==> src/design/qspi_regs.vh <==
/*
  Register offsets, field positions, reset values and timing counts of the
  queued serial master sequencer.
  Assumes a 10 MHz aclk and an AXI4-Lite slave with 32-bit aligned words.
*/
// Overview of operation
// RULE1 - Serial clock is aclk over twice divider
// RULE2 - Divider zero stops the serial clock
// RULE3 - Lead delay enable waits lead count cycles; a lead count of zero waits half clock period instead
// RULE4 - Otherwise lead delay is half clock period
// RULE5 - Trail delay enable waits 32 times count
// RULE6 - Trail count zero gives 8192 cycles
// RULE7 - Trail disabled gives standard 17 cycles
// RULE8 - Length select picks 8 or programmed bits
// RULE9 - Run starts at start pointer entry
// RULE10 - Word done: record pointer, advance, reload
// RULE11 - Start pointer rewrite applies after transfer
// RULE12 - Hold select keeps lines, else negate
// RULE13 - Queue end sets flag, irq, stops
// RULE14 - Wrap target is zero or start pointer
// RULE15 - Wrap keeps running, overwrites receive data
// RULE16 - Done flag cleared only by software
// RULE17 - Wrap cleared stops at next queue end
// RULE18 - Stop request finishes word then stops
// RULE19 - Software leaves wrap without clearing run
// RULE20 - Software programs enough inter-transfer delay
// RULE21 - Shift most significant bit first, right-justified
// RULE22 - Short receive words zero-extended in entry
// RULE23 - Polarity sets serial clock idle level
// RULE24 - Command byte carries select line pattern
// RULE25 - Select pattern stable through whole transfer
`ifndef QSPI_REGS_VH
`define QSPI_REGS_VH

`define MODE_OFS      8'h00
`define DELAY_OFS     8'h04
`define WRAP_OFS      8'h08
`define IRQ_OFS       8'h0c
`define RAM_ADDR_OFS  8'h10
`define RAM_DATA_OFS  8'h14

`define CMD_HOLD      7
`define CMD_LEN       6
`define CMD_TRAIL     5
`define CMD_LEAD      4

`define MODE_RST      16'h0000
`define DIV_RST       8'h00
`define DELAY_RST     16'h0000
`define CS_IDLE       4'hf
`define DEF_BITS      5'h08

`define AXI_OKAY      2'h0
`define AXI_SLVERR    2'h2

`define CLK_HZ        10000000
`define STD_TRAIL_CYC 14'h0011
`define TRAIL_MULT    5
`define TRAIL_ZERO    8192

`endif

==> src/design/queued_spi_master_sequencer.v <==
/*
  Queued serial master: command, transmit and receive queues of 16
  entries, serial clock divider, lead and trail delays, wraparound.
  Assumes an AXI4-Lite master on aclk and peripherals on select lines.
*/
`include "qspi_regs.vh"
`default_nettype none

module queued_spi_master_sequencer #(
  parameter TRAIL_ZERO_CYC = `TRAIL_ZERO
) (
  // Clock and reset
  input  wire        aclk,
  input  wire        aresetn,
  // AXI4-Lite write
  input  wire [7:0]  awaddr,
  input  wire        awvalid,
  output wire        awready,
  input  wire [31:0] wdata,
  input  wire [3:0]  wstrb,
  input  wire        wvalid,
  output wire        wready,
  output wire [1:0]  bresp,
  output wire        bvalid,
  input  wire        bready,
  // AXI4-Lite read
  input  wire [7:0]  araddr,
  input  wire        arvalid,
  output wire        arready,
  output wire [31:0] rdata,
  output wire [1:0]  rresp,
  output wire        rvalid,
  input  wire        rready,
  // Serial link
  output wire        serial_clock,
  output wire        serial_out,
  input  wire        serial_in,
  output wire [3:0]  select_lines,
  // Queue done request
  output wire        irq
);

  localparam S_IDLE  = 3'h0;
  localparam S_LOAD  = 3'h1;
  localparam S_LEAD  = 3'h2;
  localparam S_SHIFT = 3'h3;
  localparam S_TRAIL = 3'h4;

  reg [15:0] tx_mem  [0:15];
  reg [15:0] rx_mem  [0:15];
  reg [7:0]  cmd_mem [0:15];

  reg        aw_got_q, w_got_q, bvalid_q, rvalid_q;
  reg [7:0]  awa_q;
  reg [31:0] wd_q;
  reg [3:0]  ws_q;
  reg [1:0]  bresp_q, rresp_q;
  reg [31:0] rdata_q;

  reg [7:0]  baud_q;
  reg        clock_phase_q, clock_polarity_q;
  reg [3:0]  bits_q;
  reg        run_q;
  reg [6:0]  qcd_q;
  reg [7:0]  dtl_q;
  reg [3:0]  queue_end_pointer_q, queue_start_pointer_q, last_done_pointer_q, ptr_q;
  reg        wrap_target_select_q, wrap_enable_q, halt_q, pend_q;
  reg        flag_q, ie_q;
  reg [5:0]  raddr_q;

  reg [2:0]  st_q;
  reg [13:0] cnt_q;
  reg [4:0]  nb_q, e_q;
  reg [15:0] sh_q, rsh_q;
  reg [3:0]  cs_q;
  reg        sck_q, hold_q;
  reg        sdi_m_q, sdi_s_q;

  wire       wr_go = aw_got_q && w_got_q && !bvalid_q;
  wire       rd_go = arvalid && !rvalid_q;
  wire [7:0] cmd = cmd_mem[ptr_q];
  wire       tick = (cnt_q == 14'h0001);
  wire       last = (e_q == (nb_q << 1) - 5'h01);
  wire       fin = (st_q == S_SHIFT) && (baud_q != 8'h00) && tick && last;
  wire       samp = (e_q[0] == clock_phase_q);
  wire [15:0] rx_in = {rsh_q[14:0], sdi_s_q};
  wire [16:0] mask17 = (17'h00001 << nb_q) - 17'h00001;
  wire [15:0] rx_word = (clock_phase_q ? rx_in : rsh_q) & mask17[15:0]; // [RULE22]
  wire [4:0] len = cmd[`CMD_LEN] ?
                   ((bits_q == 4'h0) ? 5'h10 : {1'b0, bits_q}) :
                   `DEF_BITS; // [RULE8]
  // Lead count in aclk cycles from select to the first clock edge
  wire [13:0] lead_n = (cmd[`CMD_LEAD] && qcd_q != 7'h00) ?
                       {7'h00, qcd_q} : {6'h00, baud_q}; // [RULE3] [RULE4]
  // Start pointer writes that change it; a same-value rewrite is ignored
  wire       np_wr = wr_go && awa_q == `WRAP_OFS && ws_q[1] &&
                     (wd_q[11:8] != queue_start_pointer_q); // [RULE11]
  wire       wl = ws_q[0];
  wire       wh = ws_q[1];

  assign awready      = !aw_got_q && !bvalid_q;
  assign wready       = !w_got_q && !bvalid_q;
  assign bvalid       = bvalid_q;
  assign bresp        = bresp_q;
  assign arready      = !rvalid_q;
  assign rvalid       = rvalid_q;
  assign rdata        = rdata_q;
  assign rresp        = rresp_q;
  assign serial_clock = sck_q;
  assign serial_out   = sh_q[15]; // [RULE21]
  assign select_lines = cs_q; // [RULE12]
  assign irq          = flag_q && ie_q; // [RULE13]

  // Input sampling of the serial data pin
  always @(posedge aclk) begin
    if (!aresetn) begin
      sdi_m_q <= 1'b0;
      sdi_s_q <= 1'b0;
    end else begin
      sdi_m_q <= serial_in;
      sdi_s_q <= sdi_m_q;
    end
  end

  // Software side of transmit and command queues
  always @(posedge aclk) begin
    if (wr_go && awa_q == `RAM_DATA_OFS && wl && wh) begin
      if (raddr_q < 6'h10)
        tx_mem[raddr_q[3:0]] <= wd_q[15:0];
      else if (raddr_q >= 6'h20 && raddr_q < 6'h30)
        cmd_mem[raddr_q[3:0]] <= wd_q[7:0];
    end
  end

  // Receive queue, overwritten on every pass
  always @(posedge aclk) begin
    if (fin)
      rx_mem[ptr_q] <= rx_word; // [RULE9] [RULE15]
  end

  // Bus channels
  always @(posedge aclk) begin
    if (!aresetn) begin
      aw_got_q <= 1'b0;
      w_got_q  <= 1'b0;
      bvalid_q <= 1'b0;
      rvalid_q <= 1'b0;
      awa_q    <= 8'h00;
      wd_q     <= 32'h00000000;
      ws_q     <= 4'h0;
      bresp_q  <= `AXI_OKAY;
      rresp_q  <= `AXI_OKAY;
      rdata_q  <= 32'h00000000;
    end else begin
      if (awvalid && awready) begin
        aw_got_q <= 1'b1;
        awa_q    <= awaddr;
      end
      if (wvalid && wready) begin
        w_got_q <= 1'b1;
        wd_q    <= wdata;
        ws_q    <= wstrb;
      end
      if (wr_go) begin
        aw_got_q <= 1'b0;
        w_got_q  <= 1'b0;
        bvalid_q <= 1'b1;
        bresp_q  <= (awa_q[7:2] > 6'h05 || awa_q[1:0] != 2'h0) ?
                    `AXI_SLVERR : `AXI_OKAY;
      end else if (bvalid_q && bready)
        bvalid_q <= 1'b0;
      if (rd_go) begin
        rvalid_q <= 1'b1;
        rresp_q  <= `AXI_OKAY;
        rdata_q  <= 32'h00000000;
        case (araddr)
          `MODE_OFS:
            rdata_q[15:0] <= {2'h0, bits_q, clock_polarity_q, clock_phase_q, baud_q};
          `DELAY_OFS:
            rdata_q[15:0] <= {run_q, qcd_q, dtl_q};
          `WRAP_OFS:
            rdata_q[15:0] <= {halt_q, st_q != S_IDLE, wrap_enable_q, wrap_target_select_q,
                              queue_start_pointer_q, last_done_pointer_q, queue_end_pointer_q};
          `IRQ_OFS:
            rdata_q[15:0] <= {7'h00, ie_q, 7'h00, flag_q};
          `RAM_ADDR_OFS:
            rdata_q[15:0] <= {10'h000, raddr_q};
          `RAM_DATA_OFS:
            if (raddr_q >= 6'h10 && raddr_q < 6'h20)
              rdata_q[15:0] <= rx_mem[raddr_q[3:0]];
          default:
            rresp_q <= `AXI_SLVERR;
        endcase
      end else if (rvalid_q && rready)
        rvalid_q <= 1'b0;
    end
  end

  // Control registers and queue sequencer
  always @(posedge aclk) begin
    if (!aresetn) begin
      baud_q  <= `DIV_RST;
      clock_phase_q  <= 1'b0;
      clock_polarity_q  <= 1'b0;
      bits_q  <= 4'h0;
      run_q   <= 1'b0;
      qcd_q   <= 7'h00;
      dtl_q   <= 8'h00;
      queue_end_pointer_q <= 4'h0;
      queue_start_pointer_q <= 4'h0;
      last_done_pointer_q <= 4'h0;
      ptr_q   <= 4'h0;
      wrap_target_select_q  <= 1'b0;
      wrap_enable_q  <= 1'b0;
      halt_q  <= 1'b0;
      pend_q  <= 1'b0;
      flag_q  <= 1'b0;
      ie_q    <= 1'b0;
      raddr_q <= 6'h00;
      st_q    <= S_IDLE;
      cnt_q   <= 14'h0000;
      nb_q    <= `DEF_BITS;
      e_q     <= 5'h00;
      sh_q    <= 16'h0000;
      rsh_q   <= 16'h0000;
      cs_q    <= `CS_IDLE;
      sck_q   <= 1'b0;
      hold_q  <= 1'b0;
    end else begin
      if (rd_go && araddr == `RAM_DATA_OFS)
        raddr_q <= raddr_q + 6'h01;
      if (wr_go) begin
        case (awa_q)
          `MODE_OFS: begin
            if (wl)
              baud_q <= wd_q[7:0];
            if (wh) begin
              clock_phase_q <= wd_q[8];
              clock_polarity_q <= wd_q[9];
              bits_q <= wd_q[13:10];
            end
          end
          `DELAY_OFS: begin
            if (wl)
              dtl_q <= wd_q[7:0];
            if (wh) begin
              qcd_q <= wd_q[14:8];
              run_q <= wd_q[15];
            end
          end
          `WRAP_OFS: begin
            if (wl)
              queue_end_pointer_q <= wd_q[3:0];
            if (wh) begin
              queue_start_pointer_q <= wd_q[11:8];
              wrap_target_select_q  <= wd_q[12];
              wrap_enable_q  <= wd_q[13];
              halt_q  <= wd_q[15];
              if (np_wr && st_q != S_IDLE)
                pend_q <= 1'b1; // [RULE11]
            end
          end
          `IRQ_OFS: begin
            if (wl && wd_q[0])
              flag_q <= 1'b0; // [RULE16]
            if (wh)
              ie_q <= wd_q[8];
          end
          `RAM_ADDR_OFS:
            if (wl)
              raddr_q <= wd_q[5:0];
          `RAM_DATA_OFS:
            raddr_q <= raddr_q + 6'h01;
          default: ;
        endcase
      end
      case (st_q)
        S_IDLE: begin
          cs_q  <= `CS_IDLE;
          sck_q <= clock_polarity_q; // [RULE23]
          if (run_q && !halt_q && baud_q != 8'h00) begin
            ptr_q  <= queue_start_pointer_q; // [RULE9]
            pend_q <= 1'b0;
            st_q   <= S_LOAD;
          end
        end
        S_LOAD: begin
          cs_q   <= cmd[3:0]; // [RULE24]
          hold_q <= cmd[`CMD_HOLD];
          nb_q   <= len;
          sh_q   <= tx_mem[ptr_q] << (5'h10 - len); // [RULE21]
          rsh_q  <= 16'h0000;
          e_q    <= 5'h00;
          sck_q  <= clock_polarity_q;
          cnt_q  <= lead_n; // [RULE3] [RULE4]
          st_q   <= (lead_n == 14'h0001) ? S_SHIFT : S_LEAD;
        end
        // Hands over to the shifter so that its first edge ends the lead
        S_LEAD: begin
          if (cnt_q <= 14'h0002) begin
            cnt_q <= 14'h0001;
            st_q  <= S_SHIFT;
          end else
            cnt_q <= cnt_q - 14'h0001;
        end
        S_SHIFT: begin
          if (baud_q == 8'h00)
            cnt_q <= cnt_q; // [RULE2]
          else if (!tick)
            cnt_q <= cnt_q - 14'h0001;
          else begin
            cnt_q <= {6'h00, baud_q}; // [RULE1]
            sck_q <= ~sck_q;
            e_q   <= e_q + 5'h01;
            if (samp)
              rsh_q <= rx_in;
            else if (!(clock_phase_q && e_q == 5'h00))
              sh_q <= sh_q << 1;
            if (last) begin
              last_done_pointer_q <= ptr_q; // [RULE10]
              sck_q   <= clock_polarity_q;
              if (ptr_q == queue_end_pointer_q) begin
                flag_q <= 1'b1; // [RULE13]
                if (wrap_enable_q)
                  ptr_q <= wrap_target_select_q ? queue_start_pointer_q : 4'h0; // [RULE14] [RULE15]
                else begin
                  run_q <= 1'b0; // [RULE13] [RULE17]
                  ptr_q <= queue_start_pointer_q; // [RULE9]
                end
              end else
                ptr_q <= ptr_q + 4'h1; // [RULE10]
              if (pend_q || np_wr) begin
                ptr_q  <= np_wr ? wd_q[11:8] : queue_start_pointer_q; // [RULE11]
                pend_q <= 1'b0;
              end
              if (!cmd[`CMD_TRAIL])
                cnt_q <= `STD_TRAIL_CYC; // [RULE7]
              else if (dtl_q == 8'h00)
                cnt_q <= TRAIL_ZERO_CYC[13:0]; // [RULE6]
              else
                cnt_q <= {1'b0, dtl_q, 5'h00}; // [RULE5]
              st_q <= S_TRAIL;
            end
          end
        end
        S_TRAIL: begin
          // Select negates one cycle after the last edge, not with it
          if (!hold_q)
            cs_q <= `CS_IDLE; // [RULE12] [RULE25]
          if (!tick)
            cnt_q <= cnt_q - 14'h0001;
          else if (run_q && !halt_q)
            st_q <= S_LOAD;
          else begin
            cs_q <= `CS_IDLE; // [RULE18]
            st_q <= S_IDLE;
          end
        end
        default:
          st_q <= S_IDLE;
      endcase
      if (!run_q && st_q != S_IDLE && st_q != S_TRAIL) begin
        cs_q  <= `CS_IDLE;
        sck_q <= clock_polarity_q;
        st_q  <= S_IDLE;
      end
    end
  end

endmodule // queued_spi_master_sequencer

`default_nettype wire

==> config.mk <==
export PLATFORM = sky130hd
export DESIGN_NAME = queued_spi_master_sequencer
export DESIGN_NICKNAME = d
export VERILOG_FILES = /design/src/design/queued_spi_master_sequencer.v
export VERILOG_INCLUDE_DIRS = /design/src /design/src/design
export SDC_FILE = /design/constraint.sdc
export NUM_CORES = 1
export LEC_CHECK = 0
export BUFFER_PORTS_ARGS = -buffer_cell sky130_fd_sc_hd__buf_2
export CORE_MARGIN = 8
export CORE_UTILIZATION = 40
export DETAILED_ROUTE_END_ITERATION = 10
export GPL_TIMING_DRIVEN = 0
export RECOVER_POWER = 100
export SYNTH_ARGS = -nofsm -noshare
export SYNTH_HDL_FRONTEND = slang
export SYNTH_SLANG_ARGS = --single-unit
==> constraint.sdc <==
create_clock -name aclk -period 4.2 [get_ports aclk]
set_input_delay 0.42 -clock aclk [delete_from_list [all_inputs] [get_ports aclk]]
set_output_delay 0.42 -clock aclk [all_outputs]
set_load 0.05 [all_outputs]
==> results_dict.tcl <==
set metrics [dict create \
    p_sw_w 0.00448 \
    numCtsBuffers 87 \
    path_max_fanout 10 \
    hold_violations 0 \
    synth_area_um2 34500 \
    die-area_um2 95900 \
    switching_share 0.246 \
    drtIter0Drc 2583 \
    period_share 0.947 \
    internal-power_w 0.0137 \
    worstSkewPairLatency_ps 660 \
    firstDrtPassIters 6 \
    die_w_um 310 \
    p_per_area_nw_per_um2 460 \
    postCtsSetupRepairBufs 0 \
    detail-route-antenna-nets 0 \
    synth-seq-cells 817 \
    netlist-cell-type-count 77 \
    area_growth_syn_to_layout_pct 14.8 \
    violations "max-capacitance violations, max-slew violations" \
    antenna_found_initial 2 \
    cts_htree_levels 3 \
    pwr-share-clk 0.430 \
    wl_per_cell_um 26.0 \
    initial_core_util 0.404 \
    wl_um 96400 \
    required_ps 4520 \
    layout.cells.non_filler 3708 \
    num_rows 107 \
    ir_drop_mv 0.300 \
    ys_seq_area_frac 0.660 \
    drive_gt1_frac 0.170 \
    reg2reg_depth 11 \
    io_pins 108 \
    slew_headroom -0.144 \
    leakagePower_nw 12.8 \
    grt_overflow_total 0 \
    p_comb_frac 0.078 \
    synth-edff-count 640 \
    place_congestion 0.915 \
    cts_tree "done" \
    drc_errors 0 \
    async_reset_ff_frac 0 \
    finClkSkew_ps 59.9 \
    grt_pass1_wl_um 142000 \
    yosys_most_used_dff "edfxtp_1" \
    min_path_cells 3 \
    min_path_type "input port to flop" \
    clockBufferDepth 3 \
    cts_sinks 817 \
    status "complete, but fails checks" \
    routed_via_density 5.77 \
    fmax_mhz 251 \
    worstSetupPathType "flop to flop" \
    layout_commonest_cell "edfxtp_1" \
    drv_slew 288 \
    finish.utilization 0.464 \
    placed_cells 3536 \
    clk_pin_slew_ps 60 \
    grt_usage 0.199 \
    rsz0062_at_grt "false" \
    period_minus_slack_ps 3980 \
    maxCapViolCount 10 \
    syn_inst 2283 \
    grt_start_max_net_pins 39 \
    io_buffer_count 68 \
    routed-via-count 21400 \
    worstMarginPinSlew_ps 1700 \
    final_nets 2569 \
    first_global_vias 21400 \
    worst_setup_path_start_kind "flop" \
    syn_area_per_cell_um2 15.1 \
    hpwl_um 66000 \
    finalSetupViolations 0 \
    setup_tns_ps 0 \
    sequentialPowerShare 0.492 \
    critPathArrivalTime_ps 4290 \
    core_um2 85300 \
    mostFrequentLayoutCells "edfxtp_1 (640), nand2_1 (196), mux4_2 (179)" \
    crit_path_end_kind "flop" \
    ys_warn_count 0 \
    root_buffer "clkbuf_16" \
    die_y_um 310 \
]
[routing by layer]
metal | global-route usage | share of wire
met5 | 0 | 0
met4 | 0.0532 | 0.022
met3 | 0.0385 | 0.081
met2 | 0.318 | 0.47
met1 | 0.278 | 0.43
[cells in the mapped netlist (all sizes together), types with 12 or more instances]
cell type    n  area [um^2]
a22oi       46          345
and3        25          156
edfxtp     640        19200
a21oi      126          631
and2        22          138
nand2      197          747
inv         22         82.6
a221oi      17          161
nand2b      22          138
mux4       195         4450
xor2        17          149
nor2b       12         75.1
nor3        43          215
mux2i       90          901
nor2       187          702
ha          20          250
buf         56          359
o22ai       17          106
o21ai       64          320
nand3       46          230
dfxtp      177         3540
clkbuf      93          349
xnor2       19          166
[what timing repair did]
action / in CTS / in global routing
setup endpoints to repair: 16 / 46
hold buffers: 9 / 0
gates resized for setup: 5 / 14
hold endpoints to repair: 9 / 0
[cell families after synthesis]
group,Yosys count,synth area share
AO/OA/AOI/OAI,350,0.0645
XOR/XNOR,36,0.00914
other,1,0.000109
multiplexers,291,0.157
buffers and inverters,171,0.0229
AND/OR/NAND/NOR,597,0.0787
flip-flops,817,0.660
adder cells (fa/ha/maj),20,0.00726
[sequential cells by signal (all words and copies together), names as in the netlist, 4 cells and up, named ones only]
signal,count
cmd_mem,128
wd_q,16
ptr_q,4
rdata,16
awa_q,8
qcd_q,7
nb_q,5
cnt_q,14
queue_end_pointer_q,4
rsh_q,16
baud_q,8
sh_q,16
bits_q,4
raddr_q,6
e_q,5
select_lines,4
rx_mem,256
queue_start_pointer_q,4
tx_mem,256
dtl_q,8
last_done_pointer_q,4
[worst max-delay path, stage by stage (launching register included)]
cell and delay, ps:
dfxtp_1 460, inv_1 130, ha_1 320, xor2_1 150, nand3_1 100, or3_1 310, clkbuf_1 240, nor2_1 210
clkbuf_1 460, nand2_1 310, nor2_2 540, clkbuf_2 420
[power groups by stage]
stage	Combinational, W	Clock [W]	Sequential (W)
after floorplan	0.000966	0	0.00908
after global placement	0.00135	0	0.00913
after detailed placement	0.00139	0	0.00914
after CTS	0.00140	0.00793	0.00897
after global routing	0.00155	0.00825	0.00899
final	0.00142	0.00783	0.00897
[final timing paths]
kind / from / to / slack (ps)
setup / recovery: nb_q[0]$_SDFFE_PN0P_ / rx_mem[11][13]$_DFFE_PP_ / 220
hold / removal: wdata[8] / wd_q[8]$_SDFFE_PN0P_ / 40
setup reg to reg: nb_q[0]$_SDFFE_PN0P_ / rx_mem[11][13]$_DFFE_PP_ / 220
hold reg to reg: sdi_m_q$_SDFF_PN0_ / sdi_s_q$_SDFF_PN0_ / 450
[through the flow]
step | instance area [um^2] | hold WS (ps) | setup WS [ps] | power, W
after global placement | 36300 | 428 | -1420 | 0.0105
after detailed placement | 36700 | 434 | -306 | 0.0105
after CTS | 39700 | 0.978 | 23.3 | 0.0183
final | 39600 | 35.6 | 223 | 0.0182
after global routing | 39600 | 14.2 | 2.75 | 0.0188
after floorplan | 34500 | 412 | 529 | 0.0101
[final cells by class]
type / instances / area, um^2
Clock buffer: 111 / 2320
Fill cell: 7391 / 45700
Sequential cell: 817 / 22800
Buffer: 148 / 706
Tap cell: 1144 / 1430
Multi-Input combinational cell: 1312 / 11100
Antenna cell: 1 / 2.50
Inverter: 22 / 82.6
Timing Repair Buffer: 101 / 599
Clock inverter: 52 / 613
No activity file was read; power rests on OpenSTA's default activity.
